`config.mk`:
```
export PLATFORM = sky130hd
export DESIGN_NAME = uip_core
export DESIGN_NICKNAME = d
export VERILOG_FILES = /design/src/design/uip_core.v
export VERILOG_INCLUDE_DIRS = /design/src /design/src/design
export SDC_FILE = /design/constraint.sdc
export NUM_CORES = 1
export LEC_CHECK = 0
export ABC_AREA = 1
export BUFFER_PORTS_ARGS = -buffer_cell sky130_fd_sc_hd__buf_4
export CAP_MARGIN = 20
export CELL_PAD_IN_SITES_DETAIL_PLACEMENT = 0
export CELL_PAD_IN_SITES_GLOBAL_PLACEMENT = 2
export CORE_MARGIN = 8
export CORE_UTILIZATION = 43
export CTS_CLUSTER_SIZE = 12
export DETAILED_ROUTE_END_ITERATION = 8
export PLACE_DENSITY_LB_ADDON = 0.08
export SYNTH_ARGS = -nofsm -noshare
export SYNTH_HDL_FRONTEND = slang
export SYNTH_SLANG_ARGS = --single-unit
export TNS_END_PERCENT = 5
```
`constraint.sdc`:
```
create_clock -name clk_sys -period 4.25 [get_ports clk_sys]
set_input_delay 0.85 -clock clk_sys [delete_from_list [all_inputs] [get_ports clk_sys]]
set_output_delay 0.85 -clock clk_sys [all_outputs]
set_load 0.01 [all_outputs]
```
`src/design/uip_regs.vh`:
```
`ifndef UIP_REGS_VH
`define UIP_REGS_VH
// ----------------------------------------
// register offsets
// ----------------------------------------
`define UIP_ADDR_W 4
`define UIP_OFF_DATA 4'h0
`define UIP_OFF_IER 4'h1
`define UIP_OFF_IIR 4'h2
`define UIP_OFF_LCR 4'h3
`define UIP_OFF_MCR 4'h4
`define UIP_OFF_LSR 4'h5
`define UIP_OFF_MSR 4'h6
`define UIP_OFF_SPR 4'h7
`define UIP_OFF_DLL 4'h8
`define UIP_OFF_DLM 4'h9
`define UIP_OFF_EFR 4'hA
`define UIP_OFF_TCR 4'hB
`define UIP_OFF_TLR 4'hC
`define UIP_OFF_CHR 4'hD
`define UIP_OFF_FCR 4'hE
`define UIP_OFF_EVT 4'hF
// ----------------------------------------
// reset values
// ----------------------------------------
`define UIP_RST_LCR 8'h1D
`define UIP_RST_LSR 8'h60
`define UIP_RST_IIR 8'h01
// ----------------------------------------
// ident codes
// ----------------------------------------
`define UIP_ID_NONE 6'h01
`define UIP_ID_LINE 6'h06
`define UIP_ID_TOUT 6'h0C
`define UIP_ID_RXD 6'h04
`define UIP_ID_TX 6'h02
`define UIP_ID_MODEM 6'h00
`define UIP_ID_HALT 6'h10
`define UIP_ID_PIN 6'h20
// ----------------------------------------
// enable bit positions
// ----------------------------------------
`define UIP_IE_RXD 0
`define UIP_IE_TX 1
`define UIP_IE_LINE 2
`define UIP_IE_MODEM 3
`define UIP_IE_HALT 5
`define UIP_IE_RTS 6
`define UIP_IE_CTS 7
// threshold fields count four characters per step
`define UIP_THR_SHIFT 2
`endif

```
`src/design/uip_core.v`:
```
// The placing of the registers and the plain strobed port were decided locally.
`timescale 1ns/1ps
`default_nettype none
`include "uip_regs.vh"
module uip_core #(
  parameter DEPTH_LOG = 6
) (
  input wire clk_sys,
  input wire rstn,
  input wire [3:0] reg_addr,
  input wire [7:0] reg_wdata,
  input wire reg_wr,
  input wire reg_rd,
  output reg [7:0] reg_rdata,
  input wire rx_valid,
  input wire [7:0] rx_char,
  input wire [2:0] rx_errs,
  input wire rx_overrun,
  input wire rx_stale,
  input wire tx_fifo_trig,
  input wire tx_empty,
  input wire [3:0] modem_pins_n,
  input wire rts_pin_n,
  input wire cts_pin_n,
  input wire flow_char_done,
  output reg flow_char_req,
  output reg [7:0] flow_char,
  output reg irq,
  output reg txd,
  output reg rts_n,
  output reg dtr_n,
  output reg rx_dma_request_n,
  output reg tx_dma_request_n
);
  localparam DEPTH = 1 << DEPTH_LOG;
  // ----------------------------------------
  // registers
  // ----------------------------------------
  reg [7:0] irq_enable_reg;
  reg [7:0] fifo_ctrl_reg;
  reg [7:0] line_ctrl_reg;
  reg [7:0] modem_ctrl_reg;
  reg [7:0] enhanced_feature_reg;
  reg [7:0] flow_threshold_reg;
  reg [7:0] fifo_trigger_reg;
  reg [7:0] divisor_low_byte;
  reg [7:0] divisor_high_byte;
  reg [7:0] scratch_reg;
  reg [7:0] resume_char_one;
  reg [7:0] halt_char_one;
  reg [3:0] modem_chg_reg;
  reg [3:0] pin_s1_reg;
  reg [3:0] pin_s2_reg;
  reg [1:0] fc_s1_reg;
  reg [1:0] fc_s2_reg;
  reg [1:0] fc_d_reg;
  reg overrun_reg;
  reg tx_pend_reg;
  reg halt_pend_reg;
  reg spec_pend_reg;
  reg pin_pend_reg;
  reg [10:0] mem [0:DEPTH-1];
  reg [DEPTH_LOG-1:0] wr_ptr_reg;
  reg [DEPTH_LOG-1:0] rd_ptr_reg;
  reg [DEPTH_LOG:0] count_reg;
  reg [DEPTH_LOG:0] err_cnt_reg;
  reg tx_empty_d_reg;
  // ----------------------------------------
  // decode and status
  // ----------------------------------------
  // register bus decode
  wire fifo_en = fifo_ctrl_reg[0];
  wire rx_read = reg_rd && reg_addr == `UIP_OFF_DATA && count_reg != 0;
  wire iir_read = reg_rd && reg_addr == `UIP_OFF_IIR;
  wire lsr_read = reg_rd && reg_addr == `UIP_OFF_LSR;
  wire msr_read = reg_rd && reg_addr == `UIP_OFF_MSR;
  wire thr_write = reg_wr && reg_addr == `UIP_OFF_DATA;
  // writes accepted while room remains, halt or not
  wire rx_push = rx_valid && count_reg != DEPTH;
  wire [10:0] head = mem[rd_ptr_reg];
  // head error bits, zero when empty
  wire [2:0] head_errs = (count_reg != 0) ? head[10:8] : 3'h0;
  wire err_any = err_cnt_reg != 0;
  // ----------------------------------------
  // fifo levels
  // ----------------------------------------
  // nibble times four characters
  // halt level, flow threshold low nibble
  wire [DEPTH_LOG:0] halt_lvl = {{(DEPTH_LOG-5){1'b0}},
    flow_threshold_reg[3:0], 2'b00};
  // resume level, flow threshold high nibble
  wire [DEPTH_LOG:0] resume_lvl = {{(DEPTH_LOG-5){1'b0}},
    flow_threshold_reg[7:4], 2'b00};
  // receive trigger level
  wire [DEPTH_LOG:0] trig_lvl = {{(DEPTH_LOG-5){1'b0}},
    fifo_trigger_reg[7:4], 2'b00};
  // status words
  wire rx_data_avail = count_reg != 0;
  wire [7:0] line_stat = {err_any, tx_empty, tx_empty, head_errs,
    overrun_reg, rx_data_avail};
  wire [7:0] modem_stat = {~pin_s2_reg, modem_chg_reg};
  // flow character compares
  wire halt_match = rx_push && enhanced_feature_reg[1] &&
    rx_char == halt_char_one;
  wire resume_match = rx_push && enhanced_feature_reg[1] &&
    rx_char == resume_char_one;
  wire spec_match = rx_push && enhanced_feature_reg[5] &&
    rx_char == resume_char_one;
  // ----------------------------------------
  // interrupt sources and priority
  // ----------------------------------------
  // each source gated by its enable, pin rise by either pin enable
  wire src_line = irq_enable_reg[`UIP_IE_LINE] && (overrun_reg || err_any);
  // time-out with fifo on and data held
  wire src_tout = irq_enable_reg[`UIP_IE_RXD] && fifo_en && rx_stale &&
    rx_data_avail;
  wire src_rxd = irq_enable_reg[`UIP_IE_RXD] &&
    (fifo_en ? (count_reg > trig_lvl) : rx_data_avail);
  wire src_tx = irq_enable_reg[`UIP_IE_TX] && tx_pend_reg;
  wire src_modem = irq_enable_reg[`UIP_IE_MODEM] && modem_chg_reg != 0;
  wire src_halt = irq_enable_reg[`UIP_IE_HALT] &&
    (halt_pend_reg || spec_pend_reg);
  wire src_pin = (irq_enable_reg[`UIP_IE_RTS] || irq_enable_reg[`UIP_IE_CTS])
    && pin_pend_reg;
  reg [5:0] ident;
  always @* begin
    // codes per source, none as default
    if (src_line)
      ident = `UIP_ID_LINE;
    else if (src_tout)
      ident = `UIP_ID_TOUT;
    else if (src_rxd)
      ident = `UIP_ID_RXD;
    else if (src_tx)
      ident = `UIP_ID_TX;
    else if (src_modem)
      ident = `UIP_ID_MODEM;
    else if (src_halt)
      ident = `UIP_ID_HALT;
    else if (src_pin)
      ident = `UIP_ID_PIN;
    else
      ident = `UIP_ID_NONE;
  end
  // ----------------------------------------
  // receive FIFO with error bits
  // ----------------------------------------
  // pointer logic cleared on reset
  always @(posedge clk_sys or negedge rstn) begin
    if (!rstn) begin
      wr_ptr_reg <= {DEPTH_LOG{1'b0}};
      rd_ptr_reg <= {DEPTH_LOG{1'b0}};
      count_reg <= {(DEPTH_LOG+1){1'b0}};
      err_cnt_reg <= {(DEPTH_LOG+1){1'b0}};
    end else begin
      if (rx_push)
        wr_ptr_reg <= wr_ptr_reg + 1'b1;
      if (rx_read)
        rd_ptr_reg <= rd_ptr_reg + 1'b1;
      count_reg <= count_reg + {{DEPTH_LOG{1'b0}}, rx_push} -
        {{DEPTH_LOG{1'b0}}, rx_read};
      // errors cleared as bad characters are read
      err_cnt_reg <= err_cnt_reg +
        {{DEPTH_LOG{1'b0}}, rx_push && rx_errs != 0} -
        {{DEPTH_LOG{1'b0}}, rx_read && head[10:8] != 0};
    end
  end
  // fifo storage, no reset
  always @(posedge clk_sys) begin
    if (rx_push)
      mem[wr_ptr_reg] <= {rx_errs, rx_char};
  end
  // ----------------------------------------
  // control registers
  // ----------------------------------------
  // control registers cleared, line control
  always @(posedge clk_sys or negedge rstn) begin
    if (!rstn) begin
      irq_enable_reg <= 8'h00;
      fifo_ctrl_reg <= 8'h00;
      line_ctrl_reg <= `UIP_RST_LCR;
      modem_ctrl_reg <= 8'h00;
      enhanced_feature_reg <= 8'h00;
      flow_threshold_reg <= 8'h00;
      fifo_trigger_reg <= 8'h00;
    end else if (reg_wr) begin
      case (reg_addr)
        `UIP_OFF_IER: irq_enable_reg <= reg_wdata;
        `UIP_OFF_FCR: fifo_ctrl_reg <= reg_wdata;
        `UIP_OFF_LCR: line_ctrl_reg <= reg_wdata;
        `UIP_OFF_MCR: modem_ctrl_reg <= reg_wdata;
        `UIP_OFF_EFR: enhanced_feature_reg <= reg_wdata;
        `UIP_OFF_TCR: flow_threshold_reg <= reg_wdata;
        `UIP_OFF_TLR: fifo_trigger_reg <= reg_wdata;
        default: ;
      endcase
    end
  end
  // these keep their values through reset
  always @(posedge clk_sys) begin
    if (reg_wr) begin
      case (reg_addr)
        `UIP_OFF_DLL: divisor_low_byte <= reg_wdata;
        `UIP_OFF_DLM: divisor_high_byte <= reg_wdata;
        `UIP_OFF_SPR: scratch_reg <= reg_wdata;
        `UIP_OFF_CHR: resume_char_one <= reg_wdata;
        `UIP_OFF_EVT: halt_char_one <= reg_wdata;
        default: ;
      endcase
    end
  end
  // ----------------------------------------
  // pin synchronisers
  // ----------------------------------------
  always @(posedge clk_sys or negedge rstn) begin
    if (!rstn) begin
      pin_s1_reg <= 4'hF;
      pin_s2_reg <= 4'hF;
      fc_s1_reg <= 2'b11;
      fc_s2_reg <= 2'b11;
      fc_d_reg <= 2'b11;
    end else begin
      pin_s1_reg <= modem_pins_n;
      pin_s2_reg <= pin_s1_reg;
      fc_s1_reg <= {rts_pin_n, cts_pin_n};
      fc_s2_reg <= fc_s1_reg;
      fc_d_reg <= fc_s2_reg;
    end
  end
  reg [3:0] pin_d_reg;
  wire [3:0] pin_change = pin_s2_reg ^ pin_d_reg;
  wire pin_rise = |(fc_s2_reg & ~fc_d_reg);
  wire tx_rise = tx_empty && !tx_empty_d_reg;
  // ----------------------------------------
  // sticky interrupt sources
  // ----------------------------------------
  always @(posedge clk_sys or negedge rstn) begin
    if (!rstn) begin
      pin_d_reg <= 4'hF;
      modem_chg_reg <= 4'h0;
      overrun_reg <= 1'b0;
      tx_pend_reg <= 1'b0;
      tx_empty_d_reg <= 1'b1;
      halt_pend_reg <= 1'b0;
      spec_pend_reg <= 1'b0;
      pin_pend_reg <= 1'b0;
    end else begin
      pin_d_reg <= pin_s2_reg;
      tx_empty_d_reg <= tx_empty;
      // modem change cleared by status read
      modem_chg_reg <= (msr_read ? 4'h0 : modem_chg_reg) | pin_change;
      // overrun cleared by line status read
      overrun_reg <= (overrun_reg && !lsr_read) || rx_overrun;
      // cleared by ident read or transmit write
      tx_pend_reg <= (tx_pend_reg && !(iir_read && ident == `UIP_ID_TX)
        && !thr_write) || (fifo_en ? tx_fifo_trig : tx_rise);
      // halt char sets, resume char clears
      if (halt_match)
        halt_pend_reg <= 1'b1;
      else if (resume_match)
        halt_pend_reg <= 1'b0;
      // special char cleared on status read
      spec_pend_reg <= (spec_pend_reg && !lsr_read &&
        !(iir_read && ident == `UIP_ID_HALT)) || spec_match;
      // pin rise cleared by ident read
      pin_pend_reg <= (pin_pend_reg && !(iir_read && ident == `UIP_ID_PIN))
        || pin_rise;
    end
  end
  // ----------------------------------------
  // flow character transmit request
  // ----------------------------------------
  reg sent_halt_reg;
  always @(posedge clk_sys or negedge rstn) begin
    if (!rstn) begin
      sent_halt_reg <= 1'b0;
      flow_char_req <= 1'b0;
      flow_char <= 8'h00;
    end else if (flow_char_req) begin
      if (flow_char_done)
        flow_char_req <= 1'b0;
    end else if (enhanced_feature_reg[3]) begin
      if (!sent_halt_reg && count_reg > halt_lvl) begin
        sent_halt_reg <= 1'b1;
        flow_char_req <= 1'b1;
        flow_char <= halt_char_one;
      // resume once drained to resume level
      end else if (sent_halt_reg && count_reg <= resume_lvl) begin
        sent_halt_reg <= 1'b0;
        flow_char_req <= 1'b1;
        flow_char <= resume_char_one;
      end
    end
  end
  // ----------------------------------------
  // outputs and read port
  // ----------------------------------------
  always @(posedge clk_sys or negedge rstn) begin
    if (!rstn) begin
      txd <= 1'b1;
      rts_n <= 1'b1;
      dtr_n <= 1'b1;
      rx_dma_request_n <= 1'b1;
      tx_dma_request_n <= 1'b0;
      irq <= 1'b0;
      reg_rdata <= 8'h00;
    end else begin
      txd <= !line_ctrl_reg[6];
      rts_n <= !modem_ctrl_reg[1];
      dtr_n <= !modem_ctrl_reg[0];
      rx_dma_request_n <= !rx_data_avail;
      tx_dma_request_n <= !tx_empty;
      // all enables clear means no interrupt
      irq <= ident != `UIP_ID_NONE;
      reg_rdata <= 8'h00;
      if (reg_rd) begin
        case (reg_addr)
          `UIP_OFF_DATA: reg_rdata <= head[7:0];
          `UIP_OFF_IER: reg_rdata <= irq_enable_reg;
          `UIP_OFF_IIR: reg_rdata <= {2'b00, ident};
          `UIP_OFF_LCR: reg_rdata <= line_ctrl_reg;
          `UIP_OFF_MCR: reg_rdata <= modem_ctrl_reg;
          `UIP_OFF_LSR: reg_rdata <= line_stat;
          `UIP_OFF_MSR: reg_rdata <= modem_stat;
          `UIP_OFF_SPR: reg_rdata <= scratch_reg;
          `UIP_OFF_DLL: reg_rdata <= divisor_low_byte;
          `UIP_OFF_DLM: reg_rdata <= divisor_high_byte;
          `UIP_OFF_EFR: reg_rdata <= enhanced_feature_reg;
          `UIP_OFF_TCR: reg_rdata <= flow_threshold_reg;
          `UIP_OFF_TLR: reg_rdata <= fifo_trigger_reg;
          `UIP_OFF_CHR: reg_rdata <= resume_char_one;
          `UIP_OFF_EVT: reg_rdata <= halt_char_one;
          default: reg_rdata <= fifo_ctrl_reg;
        endcase
      end
    end
  end
endmodule // uip_core
`default_nettype wire

```
Yosys cells after proc, flatten, opt, wreduce, memory -nomap -nowiden
Memories as Yosys holds them, arrays and structs flattened.
Cells that the tools add are included.
{ "classes": {"add_sub_neg": 6, "n_reduce_logical": 76, "eq_ne": 22, "muxes": 26, "bitwise": 6, "order_cmp": 3} }
{ "ops": {"columns": ["op", "n"], "rows": [
  ["8-bit one-hot mux with 15 select lines", 1],
  ["6-bit 2-to-1 mux", 7],
  ["1-bit logical AND", 35],
  ["4-bit == test (second input constant)", 8],
  ["8-bit 2-to-1 mux", 3],
  ["2-bit AND reduction", 12],
  ["4-bit by 3-bit == test with 1-bit output (second input constant)", 4],
  ["8-bit == test", 2],
  ["7-bit by 1-bit adder with 7-bit output", 2],
  ["7-bit by 6-bit > comparator with 1-bit output", 2],
  ["7-bit nonzero test", 2],
  ["7-bit by 1-bit subtractor with 7-bit output", 2],
  ["1-bit 2-to-1 mux", 13],
  ["6-bit by 1-bit adder with 6-bit output (second input constant)", 2],
  ["1-bit logical NOT", 12],
  ["4-bit by 2-bit == test with 1-bit output (second input constant)", 2],
  ["7-bit by 6-bit less-or-equal comparator with 1-bit output", 1],
  ["1-bit logical OR", 7],
  ["7-bit != test (second input constant)", 1],
  ["6-bit by 2-bit == test with 1-bit output (second input constant)", 1],
  ["6-bit by 5-bit == test with 1-bit output (second input constant)", 1],
  ["6-bit == test (second input constant)", 1],
  ["6-bit by 1-bit != test with 1-bit output (second input constant)", 1],
  ["3-bit nonzero test", 2],
  ["14 further kinds", 15]
]} }
{ "totals": {"elab_cells": 179, "inputBits": 39, "ramBits": 704, "out_inout_bits": 23, "ff_bits": 174, "memories": 1} }
{ "memory_table": {"columns": ["name", "words", "word_bits", "read_ports", "rd_ports_with_merged_regs", "write_ports", "line", "rtl"], "rows": [
  ["mem", 64, 11, 1, 0, 1, "uip_core.v:62", "reg [10:0] mem [0:DEPTH-1];"]
]} }

Longest topological paths before layout
{ "logic_depth": {"ltp_word": 15, "ltp_mapped": 26, "depth_no_buf": 23} }

Worst setup path after synthesis
Ideal clock, no wire load.
{ "synth_timing": {"path_type": "register to register", "from": "register rd_ptr_reg[0]", "to": "register err_cnt_reg[6]", "slack_ns": 1.049, "stages_incl_launch_ff": 26, "setup_ns": 0.126, "t_arrival_ns": 3.076, "synth_period_minus_slack_ns": 3.201, "required_ns": 4.124, "path_buffers": 3, "path_cell_list": "dfrtp_1 > buf_6 > buf_6 > buf_4 > nand2_1 > nand3_1 > nand3_1 > nand2_1 > nor2_1 > nand2_1 > nand3_1 > nand2_1 > nor3_1 > nor2_1 > ha_1 > inv_1 > ha_1 > inv_1 > fa_1 > inv_1 > a21oi_1 > o21bai_1 > nand2_1 > a21oi_1 > nor2_1 > xor2_1"} }
{ "synth_between": {"elab_chain_len": 4} }
{ "synth_rtl": {"columns": ["item", "line", "rtl"], "rows": [
  ["start: declaration", "uip_core.v:64", "reg [DEPTH_LOG-1:0] rd_ptr_reg;"],
  ["start signal: assignment", "uip_core.v:152", "rd_ptr_reg <= {DEPTH_LOG{1'b0}};"],
  ["start signal: assignment", "uip_core.v:159", "rd_ptr_reg <= rd_ptr_reg + 1'b1;"],
  ["memory 64 x 11 bit", null, null],
  ["3-bit nonzero test", "uip_core.v:165", "{{DEPTH_LOG{1'b0}}, rx_read && head[10:8] != 0};"],
  ["1-bit logical AND", "uip_core.v:165", null],
  ["7-bit by 1-bit subtractor with 7-bit output", "uip_core.v:164", "{{DEPTH_LOG{1'b0}}, rx_push && rx_errs != 0} -"],
  ["end signal: assignment", "uip_core.v:154", "err_cnt_reg <= {(DEPTH_LOG+1){1'b0}};"],
  ["end signal: assignment", "uip_core.v:163", "err_cnt_reg <= err_cnt_reg +"],
  ["end: declaration", "uip_core.v:66", "reg [DEPTH_LOG:0] err_cnt_reg;"]
]} }
Every way passes these cells.
A chain may end at the register's enable or synchronous reset.

Worst setup path after layout
Ends and elaborated chain as after synthesis.

==> run_results.csv <==
group,metric,value,unit
worst_setup_path,crit_path_max_fanout,63,
power_and_ir_drop,switching_share,0.3711,
cells_and_area,fin_nets,3604,
clocking,cts_tree,"yes",
worst_hold_path,min_path_type,"in2async",
clocking,cts.sinks,878,
power_and_ir_drop,max-vdd-ir-drop,0.5053,mV
die,fp.dieArea,95980,µm²
global_route,gr-usage-all-layers,0.2240,
placement,post-dp-hpwl,70.56,mm
sta,rsz0062_at_grt,"no",
synth,yosys.area.top_type,"edfxtp_1",
drt,wire_per_inst,22.89,µm
power_and_ir_drop,p_per_area,652.0,nW/µm²
worst_setup_path,crit_path_end_kind,"flip-flop",
sta,layout_worst_path_cycle_share,0.9411,
cells_and_area,largest_reg_flops,704,
global_route,grt_pass1_wl,160.8,mm
sta,relSlewSlack,0.4093,
synth,synthCells,3356,
drt,antenna_left,0,
power_and_ir_drop,internal_power,0.01742,W
clocking,clk_latency,0.65,ns
synth,synth-seq-cells,878,
die,die_y,309.8,µm
synth,async_flop_share,0.1526,
synth,synthesis.area,37120,µm²
sta,setup_violations,0,
clocking,clk_path_buf_depth,3,
worst_setup_path,start_kind,"flip-flop",
outcome,outcome,"finished, final reports clean",
synth,yosys_warnings,0,
synth,yosys.area.top_type_share,0.6019,
drt,dr.pass1.iters,5,
cells_and_area,syn2layout_area_growth,14.47,%
global_route,grt_antenna_before_repair,0,
sta,skew,0.01720,ns
sta,tightest_slew,0.8860,ns
die,initial_core_util,0.4346,
drt,wl,108.6,mm
placement,post_dp_cell_area,39480,µm²
die,die_w,309.8,µm
clocking,holdBufCountCts,0,
clocking,clkSlewWorstSetupHoldPaths,0.06,ns
synth,synth.distinct_cells,48,
drt,vias,25000,
placement,routabilityCongestion,0.8577,
drt,drt_iter0_drc,2145,
cells_and_area,n_antenna_cell,0,
synth,ys_seq_area_frac,0.6932,
synth,synth_nets,3429,
run,maxCapViolations,0,
sta,finalSetupTns,0,ns
sta,hold_violations,0,
clocking,h-tree-depth,3,
global_route,overflow,0,
worst_setup_path,crit_arrival,4.52,ns
power_and_ir_drop,p_comb_frac,0.342,
synth,synth_area_leaders,"edfxtp_1 60%, nand2_1 8.6%, dfrtp_1 7.2%, nor2_1 5.0%, o21ai_0 3.7%",
worst_setup_path,path_class,"reg2reg",
sta,period_needed,4.000,ns
global_route,grt_pass1_vias,24670,
synth,synth-main-ff-cell,"edfxtp_1",
power_and_ir_drop,pwr-share-seq,0.373,
power_and_ir_drop,leakagePower,16.27,nW
cells_and_area,drive_above_1_share,0.1177,
power_and_ir_drop,pwr-share-clk,0.284,
power_and_ir_drop,p_sw,0.01028,W
clocking,cts_root_buffer,"clkbuf_16",
clocking,cts_buffers,95,
sta,slew_violations,0,
die,num_rows,107,
worst_setup_path,cp.required,4.77,ns
synth,synth_edf_count,744,
sta,maxClockFrequency,250.0,MHz
drt,drc,0,
global_route,grt_max_degree,87,
die,core-area,85410,µm²
placement,io_buffer_count,61,
cells_and_area,utilization,0.4975,
drt,viasPerCell,5.268,
die,boundaryPins,62,
cells_and_area,n_fill_cell,7810,
cells_and_area,regMostFlops,"mem",
synth,syn_avg_cell_area,11.06,µm²
cells_and_area,final_area,42490,µm²
==> metal layers <==
layer  share of wire  wire, µm  global-route usage  vias to the layer above
met4           0.026      2824             0.06176                        0
met1            0.45     48370              0.3088                    12340
met2            0.48     51880              0.3711                      689
li1                -         -                   -                    11810
met3           0.051      5538             0.03265                      159
met5               0         0                   0                        -
==> power by group through the flow <==
| stage | clock network, W | registers [W] | logic (W) |
|---|---|---|---|
| floorplan | 0 | 0.0104 | 0.00590 |
| global placement | 0 | 0.0105 | 0.00934 |
| detailed placement | 0 | 0.0105 | 0.00940 |
| CTS | 0.00806 | 0.0103 | 0.00945 |
| global route | 0.00839 | 0.0104 | 0.0104 |
| finish | 0.00788 | 0.0103 | 0.00949 |
==> Yosys cell counts, types with 2 or more instances <==
| cell | n |
|---|---|
| a21oi_1 | 51 |
| ha_1 | 32 |
| inv_1 | 169 |
| nand2_1 | 847 |
| buf_8 | 2 |
| dfrtp_1 | 107 |
| nor4_1 | 5 |
| and3_1 | 3 |
| xor2_1 | 32 |
| fa_1 | 2 |
| nor3b_1 | 2 |
| o22ai_1 | 2 |
| nor3_1 | 10 |
| o2111ai_1 | 2 |
| o221ai_1 | 2 |
| o211ai_1 | 38 |
| inv_2 | 4 |
| o21ai_1 | 17 |
| nand3_1 | 264 |
| buf_6 | 27 |
| nor2_2 | 7 |
| o21ai_0 | 276 |
| nor2_1 | 495 |
| clkbuf_1 | 35 |
| edfxtp_1 | 744 |
| buf_1 | 9 |
| o21bai_1 | 3 |
| xnor2_1 | 8 |
| dfstp_2 | 27 |
| a221oi_1 | 2 |
| nand4_1 | 22 |
| buf_2 | 58 |
| a211oi_1 | 5 |
| a21boi_0 | 2 |
| a21oi_2 | 4 |
| buf_4 | 28 |
| nand4_2 | 2 |
==> worst paths after layout <==
check                              start              to  slack (ns)  depth (start not counted)
max                        rd_ptr_reg[0]  err_cnt_reg[6]        0.25                         23
min                                 rstn   flow_char_req        0.29                          1
max reg2reg                rd_ptr_reg[0]  err_cnt_reg[6]        0.25                         23
min reg2reg                pin_s1_reg[3]   pin_s2_reg[3]        0.35                          0
max in group asynchronous           rstn           rts_n        3.06                          2
min in group clk_sys           cts_pin_n    fc_s1_reg[0]        0.31                          1
==> logic make-up (layout without fill, tap and decap cells) <==
family | Yosys count | after routing | share of synthesized area
fa+ha+maj | 34 | 34 | 0.01187
flops | 878 | 878 | 0.6932
xor+xnor | 40 | 40 | 0.009439
simple gates | 1660 | 1660 | 0.1807
buf+inv | 335 | 580 | 0.04490
compound gates | 409 | 409 | 0.05993
==> worst max-delay path: stages (launching register included) <==
cell      delay [ns]
dfrtp_4         0.54
buf_12          0.32
nand2_1         0.10
nand3_1         0.09
a21oi_1         0.08
nor2_1          0.19
nand2_1         0.14
nand3_1         0.16
nand2_1         0.10
nor3_1          0.22
buf_4           0.18
nor2_1          0.05
ha_1            0.27
inv_1           0.06
ha_1            0.14
inv_1           0.06
fa_1            0.41
inv_1           0.06
a21oi_1         0.06
o21bai_1        0.20
nand2_1         0.07
a21oi_1         0.13
nor2_1          0.06
xor2_1          0.14
==> cell type report <==
type | count | area (µm²) | share of cell area
clock inverters | 43 | 315.3 | 0.007420
clock buffers | 124 | 2624 | 0.06175
well taps | 1144 | 1431 | 0.03369
inverters | 175 | 685.7 | 0.01614
multi-input cells | 2143 | 9729 | 0.2290
repair buffers | 238 | 1968 | 0.04632
flip-flops and latches | 878 | 25740 | 0.6057
==> stage by stage <==
stage	power, W	hold slack (ns)	setup WS, ns	instances
after floorplan	0.01626	0.3452	1.049	3356
after global placement	0.01979	0.3458	0.1957	4576
after detailed placement	0.01987	0.3472	0.2070	4576
after CTS	0.02781	0.2703	0.1685	4743
after global routing	0.02920	0.2706	0.01086	4745
final	0.02770	0.2851	0.2503	4745
==> what timing repair did <==
item                                   in CTS  in global routing
setup endpoints to repair                   0                  1
setup buffers                               0                  1
gates resized for setup                     0                  9
endpoints found under the hold margin       0                  0
==> placed cells by master (no fill, tap or decap), types with 16 or more instances in the layout <==
| master | n |
|---|---|
| a21oi_1 | 51 |
| o21ai_0 | 276 |
| buf_4 | 223 |
| inv_1 | 169 |
| nand4_1 | 22 |
| ha_1 | 32 |
| clkbuf_1 | 18 |
| xor2_1 | 32 |
| dfrtp_1 | 104 |
| o21ai_1 | 17 |
| dfstp_2 | 27 |
| nand2_1 | 847 |
| clkinv_2 | 21 |
| o211ai_1 | 38 |
| clkinv_1 | 16 |
| clkbuf_16 | 99 |
| edfxtp_1 | 744 |
| nand3_1 | 264 |
| nor2_1 | 495 |
Note: power is estimated with default switching activity, not from simulation.
